## src/hw/ccd_readout_pkg.sv

```systemverilog
// constants, types and the channel decoder shared by the readout design
package ccd_readout_pkg;
   localparam int          APB_ADDR_W     = 8;
   localparam int          APB_DATA_W     = 32;
   localparam int          RESULT_W       = 16;
   localparam int          BYTE_W         = 8;
   localparam int          OFFSET_W       = 10;
   localparam int          SAT_W          = 18;
   localparam int          SERIAL_ADDR_W  = 3;
   localparam int          SERIAL_FRAME_W = SERIAL_ADDR_W + OFFSET_W;

   localparam logic [7:0]  CONFIG_OFFSET  = 8'h00;
   localparam logic [7:0]  OFFSET_R_OFFSET = 8'h04;
   localparam logic [7:0]  OFFSET_G_OFFSET = 8'h08;
   localparam logic [7:0]  OFFSET_B_OFFSET = 8'h0C;
   localparam logic [7:0]  RESULT_OFFSET  = 8'h10;
   localparam logic [7:0]  STATUS_OFFSET  = 8'h14;

   localparam int          SINGLE_CHANNEL_SELECT_BIT = 3;
   localparam int          CHANNEL_SELECT_LOW_BIT    = 4;
   localparam int          CHANNEL_SELECT_HIGH_BIT   = 5;
   localparam int          OUTPUT_FORMAT_BIT         = 7;
   localparam logic [7:0]  CONFIG_RESET   = 8'h00;
   localparam logic [OFFSET_W-1:0] OFFSET_RESET = 10'h000;
   localparam logic [RESULT_W-1:0] RESULT_RESET = 16'h0000;

   localparam int          STATUS_TIMING_BIT = 0;
   localparam int          STATUS_CLAMP_BIT  = 1;
   localparam int          STATUS_PEND_BIT   = 2;

   localparam logic [SERIAL_ADDR_W-1:0] SER_CONFIG   = 3'h0;
   localparam logic [SERIAL_ADDR_W-1:0] SER_OFFSET_R = 3'h1;
   localparam logic [SERIAL_ADDR_W-1:0] SER_OFFSET_G = 3'h2;
   localparam logic [SERIAL_ADDR_W-1:0] SER_OFFSET_B = 3'h3;

   typedef enum logic [1:0] {CH_RED, CH_GREEN, CH_BLUE} channel_t;
   typedef enum logic [1:0] {OUT_IDLE, OUT_UPPER, OUT_LOWER} out_state_t;

   function automatic channel_t decode_channel(input logic low_bit, input logic high_bit);
      case ({high_bit, low_bit})
         2'b01:   decode_channel = CH_BLUE;
         2'b10:   decode_channel = CH_GREEN;
         default: decode_channel = CH_RED;
      endcase
   endfunction
endpackage

```

## src/hw/sampler_if.sv

```systemverilog
// link between the readout control and the double sampler
`timescale 1ns/1ps
interface sampler_if;
   logic        reset_take;
   logic        video_take;
   logic [15:0] sample_in;
   logic [9:0]  offset;
   logic [15:0] held;
   logic        held_valid;
   modport ctrl    (output reset_take, video_take, sample_in, offset,
                    input  held, held_valid);
   modport sampler (input  reset_take, video_take, sample_in, offset,
                    output held, held_valid);
endinterface

```

## src/hw/ccd_single_channel_readout.sv

```systemverilog
// single-channel sensor readout: apb registers, serial loader, sampler, output
//
// Design decisions made here: the address map and the APB slave port.
`timescale 1ns/1ps
module ccd_single_channel_readout
   import ccd_readout_pkg::*;
#(
   parameter int RESULT_WIDTH = 16
)(
   input  wire logic                                  pclk,
   input  wire logic                                  presetn,
   input  wire logic [ccd_readout_pkg::APB_ADDR_W-1:0] paddr,
   input  wire logic                                  psel,
   input  wire logic                                  penable,
   input  wire logic                                  pwrite,
   input  wire logic [ccd_readout_pkg::APB_DATA_W-1:0] pwdata,
   output logic      [ccd_readout_pkg::APB_DATA_W-1:0] prdata,
   output logic                                       pready,
   output logic                                       pslverr,
   input  wire logic                                  conversion_output_clock,
   input  wire logic                                  reset_sample_strobe,
   input  wire logic                                  video_sample_strobe,
   input  wire logic                                  clamp_enable_in,
   input  wire logic                                  serial_config_data,
   input  wire logic                                  serial_shift_clock,
   input  wire logic                                  register_write_strobe,
   input  wire logic                                  output_enable_n,
   input  wire logic [ccd_readout_pkg::RESULT_W-1:0]   red_input,
   input  wire logic [ccd_readout_pkg::RESULT_W-1:0]   green_input,
   input  wire logic [ccd_readout_pkg::RESULT_W-1:0]   blue_input,
   output logic      [ccd_readout_pkg::RESULT_W-1:0]   result_bus,
   output logic                                       result_bus_oe,
   output logic      [ccd_readout_pkg::BYTE_W-1:0]     byte_bus,
   output logic                                       byte_bus_oe,
   output logic                                       clamp_active
);
   import ccd_readout_pkg::*;

   generate
      if (RESULT_WIDTH != RESULT_W) begin : width_check
         $error("only a 16-bit result word is supported");
      end
   endgenerate

   localparam int PIN_W  = 8;
   localparam int P_CONV = 0;
   localparam int P_RST  = 1;
   localparam int P_VID  = 2;
   localparam int P_CLP  = 3;
   localparam int P_SD   = 4;
   localparam int P_SCLK = 5;
   localparam int P_WRT  = 6;
   localparam int P_OEN  = 7;
   localparam int DATA_W = 3 * RESULT_W;
   // sync chain starts at the pins' idle levels, so release brings no false edge
   localparam logic [PIN_W-1:0] PIN_IDLE = 8'hC0;

   logic [PIN_W-1:0]    pin_raw;
   logic [PIN_W-1:0]    pin_meta;
   logic [PIN_W-1:0]    pin_sync;
   logic [PIN_W-1:0]    pin_prev;
   logic [DATA_W-1:0]   data_meta;
   logic [DATA_W-1:0]   data_sync;
   logic [PIN_W-1:0]    pin_rise;
   logic [PIN_W-1:0]    pin_fall;
   logic [7:0]          config_reg;
   logic [OFFSET_W-1:0] offset_reg [3];
   logic [RESULT_W-1:0] result_reg;
   logic [SERIAL_FRAME_W-1:0] shift_reg;
   logic                timing_err;
   logic                pending;
   logic                drive_en;
   logic                single_mode;
   logic                format_demux;
   channel_t            chan;
   out_state_t          out_state;
   logic                apb_wr;
   logic                apb_rd_setup;
   logic                ser_commit;
   logic [SERIAL_ADDR_W-1:0] ser_addr;
   logic [OFFSET_W-1:0] ser_data;
   logic [RESULT_W-1:0] next_sample;

   sampler_if smp ();

   correlated_double_sampler u_sampler (
      .pclk    (pclk),
      .presetn (presetn),
      .smp     (smp.sampler)
   );

   function automatic logic reg_known(input logic [APB_ADDR_W-1:0] addr);
      reg_known = (addr == CONFIG_OFFSET) || (addr == OFFSET_R_OFFSET) ||
                  (addr == OFFSET_G_OFFSET) || (addr == OFFSET_B_OFFSET) ||
                  (addr == RESULT_OFFSET) || (addr == STATUS_OFFSET);
   endfunction

   // pin synchronisers
   assign pin_raw = {output_enable_n, register_write_strobe, serial_shift_clock,
                     serial_config_data, clamp_enable_in, video_sample_strobe,
                     reset_sample_strobe, conversion_output_clock};

   always_ff @(posedge pclk or negedge presetn) begin
      if (!presetn) begin
         pin_meta  <= PIN_IDLE;
         pin_sync  <= PIN_IDLE;
         pin_prev  <= PIN_IDLE;
         data_meta <= 48'h0000_0000_0000;
         data_sync <= 48'h0000_0000_0000;
      end else begin
         pin_meta  <= pin_raw;
         pin_sync  <= pin_meta;
         pin_prev  <= pin_sync;
         data_meta <= {blue_input, green_input, red_input};
         data_sync <= data_meta;
      end
   end

   assign pin_rise = pin_sync & ~pin_prev;
   assign pin_fall = ~pin_sync & pin_prev;

   // apb decode
   assign pready       = 1'b1;
   assign apb_wr       = psel && penable && pwrite && reg_known(paddr);
   assign apb_rd_setup = psel && !penable && !pwrite;
   assign pslverr      = psel && penable && !reg_known(paddr);

   always_ff @(posedge pclk or negedge presetn) begin
      if (!presetn) begin
         prdata <= 32'h0000_0000;
      end else if (apb_rd_setup) begin
         case (paddr)
            CONFIG_OFFSET:   prdata <= {24'h000000, config_reg};
            OFFSET_R_OFFSET: prdata <= {22'h0, offset_reg[0]};
            OFFSET_G_OFFSET: prdata <= {22'h0, offset_reg[1]};
            OFFSET_B_OFFSET: prdata <= {22'h0, offset_reg[2]};
            RESULT_OFFSET:   prdata <= {16'h0000, result_reg};
            STATUS_OFFSET:   prdata <= {29'h0, pending, clamp_active, timing_err};
            default:         prdata <= 32'h0000_0000;
         endcase
      end
   end

   always_ff @(posedge pclk or negedge presetn) begin
      if (!presetn) begin
         shift_reg <= 13'h0;
      end else if (pin_rise[P_SCLK] && !pin_sync[P_WRT]) begin
         shift_reg <= {shift_reg[SERIAL_FRAME_W-2:0], pin_sync[P_SD]};
      end
   end

   assign ser_commit = pin_rise[P_WRT];
   assign ser_addr   = shift_reg[SERIAL_FRAME_W-1:OFFSET_W];
   assign ser_data   = shift_reg[OFFSET_W-1:0];

   always_ff @(posedge pclk or negedge presetn) begin
      if (!presetn) begin
         config_reg <= CONFIG_RESET;
      end else if (apb_wr && paddr == CONFIG_OFFSET) begin
         config_reg <= pwdata[7:0];
      end else if (ser_commit && ser_addr == SER_CONFIG) begin
         config_reg <= ser_data[7:0];
      end
   end

   always_ff @(posedge pclk or negedge presetn) begin
      if (!presetn) begin
         offset_reg[0] <= OFFSET_RESET;
         offset_reg[1] <= OFFSET_RESET;
         offset_reg[2] <= OFFSET_RESET;
      end else if (apb_wr && paddr == OFFSET_R_OFFSET) begin
         offset_reg[0] <= pwdata[OFFSET_W-1:0];
      end else if (apb_wr && paddr == OFFSET_G_OFFSET) begin
         offset_reg[1] <= pwdata[OFFSET_W-1:0];
      end else if (apb_wr && paddr == OFFSET_B_OFFSET) begin
         offset_reg[2] <= pwdata[OFFSET_W-1:0];
      end else if (ser_commit && ser_addr == SER_OFFSET_R) begin
         offset_reg[0] <= ser_data;
      end else if (ser_commit && ser_addr == SER_OFFSET_G) begin
         offset_reg[1] <= ser_data;
      end else if (ser_commit && ser_addr == SER_OFFSET_B) begin
         offset_reg[2] <= ser_data;
      end
   end

   assign single_mode  = config_reg[SINGLE_CHANNEL_SELECT_BIT];
   assign format_demux = config_reg[OUTPUT_FORMAT_BIT];
   assign chan = decode_channel(config_reg[CHANNEL_SELECT_LOW_BIT],
                                config_reg[CHANNEL_SELECT_HIGH_BIT]);

   always_comb begin
      case (chan)
         CH_GREEN: next_sample = data_sync[2*RESULT_W-1:RESULT_W];
         CH_BLUE:  next_sample = data_sync[3*RESULT_W-1:2*RESULT_W];
         default:  next_sample = data_sync[RESULT_W-1:0];
      endcase
   end

   assign smp.sample_in  = next_sample;
   assign smp.offset     = offset_reg[chan];
   assign smp.reset_take = single_mode && pin_fall[P_RST];
   assign smp.video_take = single_mode && pin_fall[P_VID];

   // strobe phase check, set beats clear
   always_ff @(posedge pclk or negedge presetn) begin
      if (!presetn) begin
         timing_err <= 1'b0;
      end else if ((pin_rise[P_RST] && !pin_sync[P_CONV]) ||
                   (single_mode && pin_fall[P_VID] && pin_sync[P_CONV])) begin
         timing_err <= 1'b1;
      end else if (apb_wr && paddr == STATUS_OFFSET && pwdata[STATUS_TIMING_BIT]) begin
         timing_err <= 1'b0;
      end
   end

   always_ff @(posedge pclk or negedge presetn) begin
      if (!presetn) begin
         clamp_active <= 1'b0;
      end else begin
         clamp_active <= pin_sync[P_CLP] && pin_sync[P_RST];
      end
   end

   always_ff @(posedge pclk or negedge presetn) begin
      if (!presetn) begin
         pending    <= 1'b0;
         result_reg <= RESULT_RESET;
      end else if (smp.held_valid) begin
         pending    <= 1'b1;
      end else if (pending && pin_rise[P_CONV]) begin
         pending    <= 1'b0;
         result_reg <= smp.held;
      end
   end

   always_ff @(posedge pclk or negedge presetn) begin
      if (!presetn) begin
         out_state  <= OUT_IDLE;
         result_bus <= RESULT_RESET;
         byte_bus   <= 8'h00;
      end else begin
         case (out_state)
            OUT_IDLE, OUT_LOWER: begin
               if (pending && !smp.held_valid && pin_rise[P_CONV]) begin
                  byte_bus <= smp.held[RESULT_W-1:BYTE_W];
                  if (format_demux) begin
                     result_bus <= {smp.held[RESULT_W-1:BYTE_W], 8'h00};
                     out_state  <= OUT_UPPER;
                  end else begin
                     result_bus <= smp.held;
                     out_state  <= OUT_IDLE;
                  end
               end
            end
            OUT_UPPER: begin
               if (pin_fall[P_CONV]) begin
                  byte_bus   <= result_reg[BYTE_W-1:0];
                  result_bus <= {result_reg[BYTE_W-1:0], 8'h00};
                  out_state  <= OUT_LOWER;
               end
            end
            default: begin
               out_state <= OUT_IDLE;
            end
         endcase
      end
   end

   always_ff @(posedge pclk or negedge presetn) begin
      if (!presetn) begin
         drive_en <= 1'b0;
      end else begin
         drive_en <= !pin_sync[P_OEN];
      end
   end

   assign result_bus_oe = drive_en;
   assign byte_bus_oe   = drive_en;
endmodule

```

## src/hw/correlated_double_sampler.sv

```systemverilog
// reset/video level capture with offset and saturating difference
`timescale 1ns/1ps
module correlated_double_sampler
   import ccd_readout_pkg::*;
(
   input  wire logic    pclk,
   input  wire logic    presetn,
   sampler_if.sampler   smp
);
   logic [RESULT_W-1:0] reset_level;
   logic signed [SAT_W-1:0] diff;

   always_comb begin
      diff = $signed({2'b00, smp.sample_in}) - $signed({2'b00, reset_level})
             + $signed({{(SAT_W-OFFSET_W){smp.offset[OFFSET_W-1]}}, smp.offset});
   end

   always_ff @(posedge pclk or negedge presetn) begin
      if (!presetn) begin
         reset_level <= RESULT_RESET;
      end else if (smp.reset_take) begin
         reset_level <= smp.sample_in;
      end
   end

   always_ff @(posedge pclk or negedge presetn) begin
      if (!presetn) begin
         smp.held       <= RESULT_RESET;
         smp.held_valid <= 1'b0;
      end else begin
         smp.held_valid <= smp.video_take;
         if (smp.video_take) begin
            if (diff[SAT_W-1]) begin
               smp.held <= 16'h0000;
            end else if (diff[SAT_W-2]) begin
               smp.held <= 16'hFFFF;
            end else begin
               smp.held <= diff[RESULT_W-1:0];
            end
         end
      end
   end
endmodule

```

## config.mk

```make
export PLATFORM = sky130hd
export DESIGN_NAME = ccd_single_channel_readout
export DESIGN_NICKNAME = d
export VERILOG_FILES = /design/src/hw/ccd_readout_pkg.sv /design/src/hw/sampler_if.sv /design/src/hw/ccd_single_channel_readout.sv /design/src/hw/correlated_double_sampler.sv
export SDC_FILE = /design/constraint.sdc
export NUM_CORES = 1
export LEC_CHECK = 0
export BUFFER_PORTS_ARGS = -buffer_cell sky130_fd_sc_hd__buf_2
export CORE_ASPECT_RATIO = 0.6
export CORE_UTILIZATION = 62
export DETAILED_ROUTE_END_ITERATION = 8
export PLACE_DENSITY = 0.85
export REMOVE_ABC_BUFFERS = 1
export SYNTH_ARGS = -nofsm -noshare
export SYNTH_HDL_FRONTEND = slang
export SYNTH_SLANG_ARGS = --single-unit
```

## constraint.sdc

```tcl
create_clock -name pclk -period 8.6 [get_ports pclk]
set_clock_uncertainty 0.1 [all_clocks]
set_input_delay 1.72 -clock pclk [delete_from_list [all_inputs] [get_ports pclk]]
set_output_delay 1.72 -clock pclk [all_outputs]
set_load 0.05 [all_outputs]
```

==> results of run 1 <==
-- cells in the mapped netlist, drive strengths merged (3+ instances only) --
master | number | area (sq um)
a211o | 3 | 26.28
a211oi | 5 | 37.54
a21o | 13 | 97.59
a21oi | 39 | 236.5
a222oi | 11 | 110.1
a22oi | 23 | 172.7
a31oi | 14 | 87.58
and2 | 4 | 25.02
and3 | 6 | 37.54
buf | 50 | 340.3
clkbuf | 19 | 71.32
dfrtp | 250 | 6256
dfstp | 5 | 131.4
ha | 36 | 450.4
inv | 28 | 105.1
mux2 | 28 | 315.3
mux2i | 50 | 500.5
nand2 | 178 | 670.7
nand2b | 6 | 37.54
nand3 | 18 | 90.09
nand4 | 6 | 37.54
nor2 | 67 | 285.3
nor2b | 3 | 18.77
nor3 | 9 | 61.31
nor3b | 3 | 22.52
o21a | 11 | 82.58
o21ai | 84 | 420.4
o21bai | 6 | 45.04
o22ai | 4 | 31.28
or3 | 4 | 30.03
or3b | 3 | 26.28
xnor2 | 19 | 166.4
xor2 | 7 | 61.31
-- worst max-delay path by stage --
stage                                    startpoint                                  to  slack, ns  cells after the start
after floorplan           config_reg[5]$_DFFE_PN0P_  u_sampler.smp.held[10]$_DFFE_PN0P_       3.57                     19
after global placement    config_reg[4]$_DFFE_PN0P_  u_sampler.smp.held[14]$_DFFE_PN0P_       2.86                     22
after detailed placement  config_reg[4]$_DFFE_PN0P_   u_sampler.smp.held[2]$_DFFE_PN0P_       2.64                     18
after CTS                 config_reg[4]$_DFFE_PN0P_   u_sampler.smp.held[0]$_DFFE_PN0P_       2.46                     18
after global routing      config_reg[4]$_DFFE_PN0P_   u_sampler.smp.held[0]$_DFFE_PN0P_       1.89                     21
final                     config_reg[4]$_DFFE_PN0P_   u_sampler.smp.held[0]$_DFFE_PN0P_       2.43                     21
-- power groups by stage --
stage / logic (mW) / clock network, mW / registers, mW
2_1_floorplan: 1.91 / 0 / 1.73
3_3_place_gp: 2.64 / 0 / 1.58
3_5_place_dp: 2.71 / 0 / 1.59
4_1_cts: 2.74 / 1.01 / 1.58
5_1_grt: 3.07 / 1.06 / 1.60
6_report: 2.78 / 0.993 / 1.58
-- cell type report --
| cell class | instances | area [sq um] |
|---|---|---|
| repair buffers | 130 | 680.7 |
| clock inverters | 6 | 61.31 |
| multi-input cells | 716 | 4628 |
| well taps | 240 | 300.3 |
| clock buffers | 32 | 679.4 |
| flip-flops and latches | 255 | 6387 |
| fillers | 1282 | 5273 |
| inverters | 28 | 105.1 |
-- per-layer routing --
| layer | up-vias | global-route usage | share of wire | wire (microns) |
|---|---|---|---|---|
| met2 | 369 | 0.3906 | 0.42 | 10360 |
| met1 | 4015 | 0.4188 | 0.47 | 11590 |
| li1 | 3857 | - | - | - |
| met5 | - | 0 | 0 | 0 |
| met4 | 0 | 0.05922 | 0.019 | 470 |
| met3 | 49 | 0.06568 | 0.097 | 2416 |
-- worst register-to-register path: stages (launching register included) --
cell	delay, ns
dfrtp_1	0.43
inv_1	0.09
ha_1	0.91
nor2_1	0.11
a21oi_1	0.21
ha_1	0.18
inv_1	0.06
fa_1	0.44
a211oi_1	0.25
o21bai_1	0.12
a21oi_1	0.33
o311a_1	0.27
o21ai_0	0.15
nor2_1	0.14
xnor2_1	0.13
ha_1	0.35
a21oi_1	0.25
o21ai_0	0.15
a2111oi_0	0.52
o32ai_1	0.21
nand2_1	0.41
o21ai_0	0.20
-- per-stage QoR --
stage / instance area (sq um) / setup slack, ns
finish: 12840 / 2.428
global route: 12840 / 1.886
CTS: 12840 / 2.463
detailed placement: 12100 / 2.638
global placement: 12100 / 2.858
floorplan: 11120 / 3.570
-- cells by family (layout without fill, tap and decap cells) --
group,count (synthesis),in the layout,synth area share
adder cells (fa/ha/maj),38,38,0.04274
buffers and inverters,97,196,0.04503
flip-flops,255,255,0.5566
AO/OA/AOI/OAI,239,239,0.1374
multiplexers,78,78,0.07109
XOR/XNOR,26,26,0.01984
other,2,17,0.0006544
AND/OR/NAND/NOR,318,318,0.1267
==> out/qor.csv, run 1 <==
stage;metric;value;unit
outcome;outcome;finished clean;
route;drc_violation_total_after_the_first_tritonroute_iteration;845;
yosys;synth_top_flop_cell;dfrtp_1;
floorplanning;std_cell_rows;38;
timing;slew_headroom;0.1710;
critical_path;critPathLaunchType;register;
finish;drive_above_1_share;0.1928;
clock_network;cts.repair_timing.setup_buffer_count;0;
power_and_ir_drop;p_per_area;416.7;nW/um^2
power_and_ir_drop;clock_share_of_power;0.185;
yosys;synth_seq_cells;255;
floorplanning;core_area;18110;sq um
timing;setup_violations;0;
route;drt-wirelength-per-cell;17.65;microns
clock_network;cts_hold_repair.buffers;0;
placed_design;port_buffers;122;
floorplanning;boundaryPins;162;
finish;final_common_cell;dfrtp_1;
global_routing;globalRouteOverflowTotal;0;
timing;hold_viol;0;
finish;post-route-util;0.7089;
floorplanning;die_x;177.6;microns
clock_network;worst_setup_hold_path_clk_slew;0.07;ns
min_path;hold_depth;0;
yosys;synth-async-reset-ratio;1.000;
yosys;synth_area;11480;sq um
power_and_ir_drop;pwr-share-comb;0.519;
power_and_ir_drop;p_leak;6.123;nW
timing;drv_slew;0;
clock_network;cts_resized;0;
critical_path;r2r.worst_path.cells;21;
timing;hold_slack;0.2431;ns
global_routing;antenna_found_initial;0;
timing;grt_setup_unrepaired;false;
min_path;timing.hold.worst_endpoint;data_sync[10]$_DFF_PN0_;
clock_network;clock_tree_from_tritoncts;built;
placed_design;routabilityCongestion;0.9103;
finish;num-nets-final;1292;
route;count_of_unresolved_drc_violations_after_routing;0;
power_and_ir_drop;total_power;5.352;mW
critical_path;critPathCaptureType;register;
finish;finish.cell_count_without_fillers;1407;
route;postRouteWirelength;24.84;mm
yosys;part_of_the_yosys_area_used_for_sequential_elements;0.5566;
power_and_ir_drop;power.sequential.fraction;0.296;
critical_path;critPathMaxStageDelay;0.91;ns
floorplanning;initial_cell_density_of_the_core;0.6335;
route;detail_route.vias_per_cell;5.892;
job;drv_cap;0;
critical_path;r2r-end;u_sampler.smp.held[0]$_DFFE_PN0P_;
finish;diode_insertion_count_for_antenna_repair;0;
power_and_ir_drop;vdd_drop_max;0.2641;mV
power_and_ir_drop;p_sw;2.325;mW
critical_path;timing.setup.critical_path_class;reg2reg;
global_routing;grt_pass1_wl;40.48;mm
placed_design;place_inst;1369;
timing;max_freq;162.0;MHz
timing;final.period_utilization;0.7176;
yosys;netlist-cell-type-count;77;
clock_network;cts-root-to-sink-buffers;3;
global_routing;grt_total_usage;0.2724;
clock_network;cts-root-buf;clkbuf_16;
clock_network;clkLatencyLatePin;0.51;ns
global_routing;grt_max_degree;106;
yosys;syn_area_per_cell;10.90;sq um
critical_path;crit_slowest_cell;ha_1;
clock_network;total_clock_sinks;255;
timing;tightestPinTransition;1.244;ns
yosys;synthesis.yosys.warnings;0;
placed_design;place.detailed.hpwl;17.50;mm
clock_network;cts_made_buffers;22;
critical_path;worst_ep_required_time;8.85;ns
critical_path;worstPathBufferInverterCount;2;
critical_path;worstPathMaxFanout;32;
critical_path;reg2reg_setup_slack;2.43;ns
power_and_ir_drop;switching_share_of_power;0.4345;
route;final_antenna_net_count;0;
clock_network;htreeDepth;1;
route;vias;8290;
critical_path;timing.critical_path.cells;inv_1, ha_1, nor2_1, a21oi_1, ha_1, inv_1, fa_1, a211oi_1, o21bai_1, a21oi_1, o311a_1, o21ai_0, nor2_1, xnor2_1, ha_1, a21oi_1, o21ai_0, a2111oi_0, o32ai_1, nand2_1, o21ai_0;
global_routing;first_global_vias;7776;
min_path;timing.hold.worst.start;data_meta[10]$_DFF_PN0_;
critical_path;r2r_start;config_reg[4]$_DFFE_PN0P_;
yosys;number_of_enable_flip_flop_cells_after_synthesis;0;
timing;final_period_minus_worst_setup_slack;6.172;ns
route;firstDrtPassIters;8;
finish;layout_common_cells;250 x dfrtp_1, 177 x nand2_1, 121 x buf_2;
floorplanning;die_height;107.4;microns
critical_path;worst_path_dominant_cell_family;compound AO/OA/AOI/OAI gates;
yosys;netlist_instances;1053;
critical_path;arrival;6.43;ns
min_path;hold_path.class;reg2reg;
floorplanning;die-area;19080;sq um
power_and_ir_drop;intPower;3.027;mW
finish;layout-area-overhead-vs-synth;11.91;%
timing;setup-tns-final;0;ns
Power figures use the tool's default switching activity.
==> run 2, diff against run 1 <==
--- a/config.mk
+++ b/config.mk
@@ -7,9 +7,9 @@
 export LEC_CHECK = 0
 export BUFFER_PORTS_ARGS = -buffer_cell sky130_fd_sc_hd__buf_2
 export CORE_ASPECT_RATIO = 0.6
-export CORE_UTILIZATION = 62
+export CORE_UTILIZATION = 52
 export DETAILED_ROUTE_END_ITERATION = 8
-export PLACE_DENSITY = 0.85
+export PLACE_DENSITY = 0.76
 export REMOVE_ABC_BUFFERS = 1
 export SYNTH_ARGS = -nofsm -noshare
 export SYNTH_HDL_FRONTEND = slang
==> constraint.sdc (replaced) <==
create_clock -name pclk -period 5.4 [get_ports pclk]
set_clock_uncertainty 0.1 [all_clocks]
set_input_delay 1.08 -clock pclk [delete_from_list [all_inputs] [get_ports pclk]]
set_output_delay 1.08 -clock pclk [all_outputs]
set_load 0.05 [all_outputs]
==> run 2 against run 1 <==
Compared with the run above: flip-flop and latch count did not move; final area up 2.8%; global-route usage shrank 4.4 points; utilization decreased by 9.0 points; power up 70%; clock power increased by 86%; clock-buffer cell count fell by 1; die area grew 19%; routed wire length increased by 2.3%; sequential share of layout area is 1.4 points lower; critical endpoint is now u_sampler.smp.held[14]$_DFFE_PN0P_.
==> out/qor.csv, run 2 (same netlist as run 1, synthesis figures left out) <==
stage;metric;value;unit
finish;post-route-util;0.6188;
route;final_antenna_net_count;0;
critical_path;arrival;5.34;ns
critical_path;crit_slowest_cell;fa_1;
finish;drive_above_1_share;0.2131;
clock_network;htreeDepth;1;
finish;final_common_cell;dfrtp_1;
critical_path;worst_ep_required_time;5.69;ns
floorplanning;boundaryPins;162;
clock_network;worst_setup_hold_path_clk_slew;0.07;ns
clock_network;cts_made_buffers;23;
power_and_ir_drop;total_power;9.086;mW
critical_path;r2r_start;config_reg[4]$_DFFE_PN0P_;
min_path;timing.hold.worst.start;data_meta[35]$_DFF_PN0_;
floorplanning;initial_cell_density_of_the_core;0.5378;
floorplanning;core_area;21340;sq um
timing;slew_headroom;0.1516;
power_and_ir_drop;p_leak;6.260;nW
critical_path;r2r-end;u_sampler.smp.held[14]$_DFFE_PN0P_;
global_routing;first_global_vias;7647;
timing;drv_slew;0;
placed_design;post-place-ws;0.2008;ns
finish;layout_common_cells;249 x dfrtp_1, 177 x nand2_1, 121 x buf_2;
route;vias;8140;
power_and_ir_drop;vdd_drop_max;0.3736;mV
clock_network;clock_tree_from_tritoncts;built;
critical_path;critPathLaunchType;register;
min_path;hold_path.class;reg2reg;
critical_path;worstPathBufferInverterCount;3;
global_routing;antenna_found_initial;1;
timing;final_period_minus_worst_setup_slack;5.049;ns
clock_network;clkLatencyLatePin;0.52;ns
finish;diode_insertion_count_for_antenna_repair;0;
timing;final.period_utilization;0.9350;
clock_network;cts-root-buf;clkbuf_16;
placed_design;dpl-instance-area;12280;sq um
critical_path;timing.critical_path.cells;ha_1, buf_4, a22oi_1, o21ai_0, buf_4, fa_1, a211oi_1, o21bai_1, a21oi_1, o311a_1, o21ai_0, nor2_1, xnor2_1, ha_1, buf_4, nand2_1, o21ai_1, or4_1, o211ai_1, and4bb_4, a21oi_1, o21ai_0;
global_routing;grt_total_usage;0.2285;
floorplanning;die-area;22690;sq um
global_routing;grt_pass1_wl;40.77;mm
timing;finalWorstSetupSlack;0.3511;ns
timing;setup_violations;0;
clock_network;total_clock_sinks;255;
floorplanning;die_x;193.8;microns
timing;max_freq;198.1;MHz
route;count_of_unresolved_drc_violations_after_routing;0;
placed_design;place.detailed.hpwl;18.02;mm
outcome;outcome;finished clean;
global_routing;grt_max_degree;134;
timing;tightestPinTransition;1.259;ns
route;postRouteWirelength;25.42;mm
min_path;timing.hold.worst_endpoint;data_sync[35]$_DFF_PN0_;
route;detail_route.vias_per_cell;5.553;
critical_path;r2r.worst_path.cells;22;
global_routing;globalRouteOverflowTotal;0;
finish;nFillCells;1773;
finish;finish.cell_count_without_fillers;1466;
route;drc_violation_total_after_the_first_tritonroute_iteration;585;
finish;layout-area-overhead-vs-synth;15.07;%
placed_design;port_buffers;122;
finish;num-nets-final;1309;
critical_path;worstPathMaxFanout;15;
timing;hold_viol;0;
clock_network;cts-root-to-sink-buffers;3;
route;drt-wirelength-per-cell;17.34;microns
clock_network;cts_hold_repair.buffers;0;
min_path;hold_depth;0;
power_and_ir_drop;p_per_area;688.0;nW/um^2
placed_design;place_inst;1423;
finish;finalInstanceArea;13210;sq um
floorplanning;std_cell_rows;41;
critical_path;worst_path_dominant_cell_family;compound AO/OA/AOI/OAI gates;
placed_design;routabilityCongestion;0.9026;
critical_path;critPathCaptureType;register;
critical_path;reg2reg_setup_slack;0.35;ns
job;drv_cap;0;
floorplanning;die_height;117.1;microns
route;firstDrtPassIters;8;
critical_path;timing.setup.critical_path_class;reg2reg;
critical_path;critPathMaxStageDelay;0.47;ns
## run 2: layer usage
metal / up-vias / global-route usage / part of all wire
li1: 3889 / - / -
met1: 3952 / 0.3581 / 0.51
met2: 265 / 0.3268 / 0.41
met3: 32 / 0.04957 / 0.072
met4: 2 / 0.04160 / 0.012
met5: - / 0 / 0.00051
## run 2: worst max-delay path by stage
stage / startpoint / to / depth (start not counted)
floorplan: config_reg[5]$_DFFE_PN0P_ / u_sampler.smp.held[10]$_DFFE_PN0P_ / 19
finish: config_reg[4]$_DFFE_PN0P_ / u_sampler.smp.held[14]$_DFFE_PN0P_ / 22
global placement: config_reg[4]$_DFFE_PN0P_ / u_sampler.smp.held[2]$_DFFE_PN0P_ / 23
global route: config_reg[4]$_DFFE_PN0P_ / u_sampler.smp.held[14]$_DFFE_PN0P_ / 24
CTS: config_reg[4]$_DFFE_PN0P_ / u_sampler.smp.held[3]$_DFFE_PN0P_ / 23
detailed placement: config_reg[4]$_DFFE_PN0P_ / u_sampler.smp.held[3]$_DFFE_PN0P_ / 23
## run 2: metrics by stage
step / setup TNS (ns) / hold slack (ns)
after global routing: -0.005883 / 0.2530
after CTS: 0 / 0.2442
final: 0 / 0.2420
after global placement: 0 / 0.2322
after detailed placement: 0 / 0.2347
after floorplan: 0 / 0.2312
## run 2: layout make-up
| type | count | area, sq um | share of cell area |
|---|---|---|---|
| well taps | 279 | 349.1 | 0.02644 |
| flip-flops and latches | 255 | 6389 | 0.4838 |
| clock inverters | 11 | 217.7 | 0.01649 |
| inverters | 28 | 105.1 | 0.007959 |
| repair buffers | 146 | 813.3 | 0.06159 |
| clock buffers | 31 | 655.6 | 0.04965 |
| multi-input cells | 716 | 4676 | 0.3541 |
## run 2: where the power goes
part / leakage (nW) / internal (mW) / switching, mW / total [mW]
logic: 2.68 / 1.86 / 2.86 / 4.72
clock network: 0.421 / 1.14 / 0.705 / 1.85
registers: 3.16 / 2.23 / 0.288 / 2.52
## run 2: timing repair
item	CTS	global route
setup buffers	0	1
gates resized for setup	0	13
endpoints found under the setup margin	0	16
==> run 3, diff against run 2 <==
--- a/config.mk
+++ b/config.mk
@@ -10,6 +10,7 @@
 export CORE_UTILIZATION = 52
 export DETAILED_ROUTE_END_ITERATION = 8
 export PLACE_DENSITY = 0.76
+export RECOVER_POWER = 50
 export REMOVE_ABC_BUFFERS = 1
 export SYNTH_ARGS = -nofsm -noshare
 export SYNTH_HDL_FRONTEND = slang
==> run 3 against run 2 <==
Compared with the run above: the flow now finishes with violations (max-capacitance violations, max-slew violations); flip-flop and latch count unchanged; maximum frequency increased by 0.12%; first-iteration DRC count decreased by 0.34%; critical endpoint unchanged; global-route usage unchanged; clock power about the same; combinational power about the same; sequential power about the same; critical path depth unchanged; die area unchanged; register-to-register slack about the same; via count decreased by 0.25%; critical path type unchanged.
==> out/qor.csv, run 3 (same netlist as run 1, synthesis figures left out) <==
stage;metric;value;unit
critical_path;worstPathMaxFanout;15;
critical_path;critPathMaxStageDelay;0.47;ns
floorplanning;std_cell_rows;41;
floorplanning;die_height;117.1;microns
placed_design;place.detailed.hpwl;18.02;mm
global_routing;grt_max_degree;134;
timing;finalWorstSetupSlack;0.3571;ns
timing;final.period_utilization;0.9339;
route;count_of_unresolved_drc_violations_after_routing;0;
clock_network;cts-root-to-sink-buffers;3;
clock_network;clkLatencyLatePin;0.52;ns
outcome;outcome;finished, violations left;
route;postRouteWirelength;25.39;mm
timing;max_freq;198.3;MHz
clock_network;htreeDepth;1;
clock_network;cts_hold_repair.buffers;0;
global_routing;antenna_found_initial;1;
placed_design;port_buffers;122;
clock_network;cts_made_buffers;23;
route;detail_route.vias_per_cell;5.539;
timing;tightestPinTransition;3.320;ns
finish;final_common_cell;dfrtp_1;
critical_path;timing.setup.critical_path_class;reg2reg;
critical_path;timing.critical_path.cells;ha_1, buf_4, a22oi_1, o21ai_0, buf_4, fa_1, a211oi_1, o21bai_1, a21oi_1, o311a_1, o21ai_0, nor2_1, xnor2_1, ha_1, buf_4, nand2_1, o21ai_1, or4_1, o211ai_1, and4bb_4, a21oi_1, o21ai_0;
timing;drv_slew;62;
placed_design;post-place-ws;0.2008;ns
timing;final_period_minus_worst_setup_slack;5.043;ns
global_routing;globalRouteOverflowTotal;0;
finish;layout_common_cells;249 x dfrtp_1, 177 x nand2_1, 120 x buf_2;
floorplanning;core_area;21340;sq um
critical_path;worst_ep_required_time;5.69;ns
timing;hold_viol;0;
route;firstDrtPassIters;8;
timing;setup-tns-final;0;ns
power_and_ir_drop;p_leak;6.246;nW
floorplanning;die-area;22690;sq um
timing;slew_headroom;-1.213;
critical_path;crit_slowest_cell;fa_1;
global_routing;first_global_vias;7647;
route;final_antenna_net_count;0;
critical_path;critPathCaptureType;register;
floorplanning;boundaryPins;162;
global_routing;grt_pass1_wl;40.77;mm
route;drt-wirelength-per-cell;17.32;microns
route;vias;8120;
power_and_ir_drop;p_per_area;688.8;nW/um^2
power_and_ir_drop;vdd_drop_max;0.3753;mV
global_routing;grt_total_usage;0.2285;
timing;setup_violations;0;
finish;diode_insertion_count_for_antenna_repair;0;
route;drc_violation_total_after_the_first_tritonroute_iteration;583;
placed_design;routabilityCongestion;0.9026;
finish;post-route-util;0.6180;
critical_path;arrival;5.34;ns
clock_network;clock_tree_from_tritoncts;built;
floorplanning;die_x;193.8;microns
floorplanning;initial_cell_density_of_the_core;0.5378;
outcome;violations;max-capacitance violations, max-slew violations;
min_path;hold_path.class;reg2reg;
job;drv_cap;1;
finish;drive_above_1_share;0.2089;
clock_network;cts-root-buf;clkbuf_16;
critical_path;critPathLaunchType;register;
clock_network;total_clock_sinks;255;
finish;num-nets-final;1309;
clock_network;worst_setup_hold_path_clk_slew;0.07;ns
finish;layout-area-overhead-vs-synth;14.93;%
## run 3: where the power goes
group | total, mW | switching, mW | leakage [nW] | internal, mW
Clock | 1.85 | 0.706 | 0.421 | 1.14
Combinational | 4.72 | 2.86 | 2.66 | 1.86
Sequential | 2.52 | 0.287 | 3.16 | 2.23
## run 3: path summary, 6_finish.rpt
kind                                           start                                  to  slack [ns]  depth (start not counted)
setup / recovery           config_reg[4]$_DFFE_PN0P_  u_sampler.smp.held[14]$_DFFE_PN0P_        0.36                         22
hold / removal               data_meta[35]$_DFF_PN0_             data_sync[35]$_DFF_PN0_        0.24                          0
setup reg to reg           config_reg[4]$_DFFE_PN0P_  u_sampler.smp.held[14]$_DFFE_PN0P_        0.36                         22
hold reg to reg              data_meta[35]$_DFF_PN0_             data_sync[35]$_DFF_PN0_        0.24                          0
max in group asynchronous                    presetn             data_sync[38]$_DFF_PN0_        1.51                          2
min in group asynchronous                    presetn              prdata[10]$_DFFE_PN0P_        1.58                          1
## run 3: stage by stage
stage	cells	area, sq um	total power, mW	hold slack, ns
CTS	1465	13150	8.981	0.2442
global route	1466	13190	9.676	0.2530
finish	1466	13190	9.085	0.2420
detailed placement	1423	12280	7.093	0.2347
global placement	1423	12280	6.984	0.2322
floorplan	999	11120	5.803	0.2312
## run 3: worst max-delay path: cells and delay by family, from the launching register on
kind | cells | cell delay [ns]
buffers and inverters | 3 | 0.54
and+or+nand+nor | 4 | 0.94
xor gates and xnor gates | 1 | 0.14
DFF | 1 | 0.44
AOI/OAI and AO/OA | 11 | 1.72
adders and majority gates | 3 | 1.04
## run 3: final cells by class
type                    instances  area [sq um]
clock buffers                  31         655.6
multi-input cells             716          4676
clock inverters                11         217.7
flip-flops and latches        255          6389
inverters                      28         105.1
fillers                      1778          8152
well taps                     279         349.1
repair buffers                146         797.0
## run 3: what timing repair did
item / 4_1_cts / 5_1_grt
buffers inserted: 0 / 1
gates resized for setup: 0 / 13
setup endpoints to repair: 0 / 16
endpoints found under the hold margin: 0 / 0
## run 3: routing by layer
| layer | vias to the layer above | GRT usage | part of all wire |
|---|---|---|---|
| li1 | 3885 | - | - |
| met1 | 3929 | 0.3581 | 0.50 |
| met2 | 265 | 0.3268 | 0.41 |
| met3 | 39 | 0.04957 | 0.076 |
| met4 | 2 | 0.04160 | 0.014 |
| met5 | - | 0 | 0.00051 |
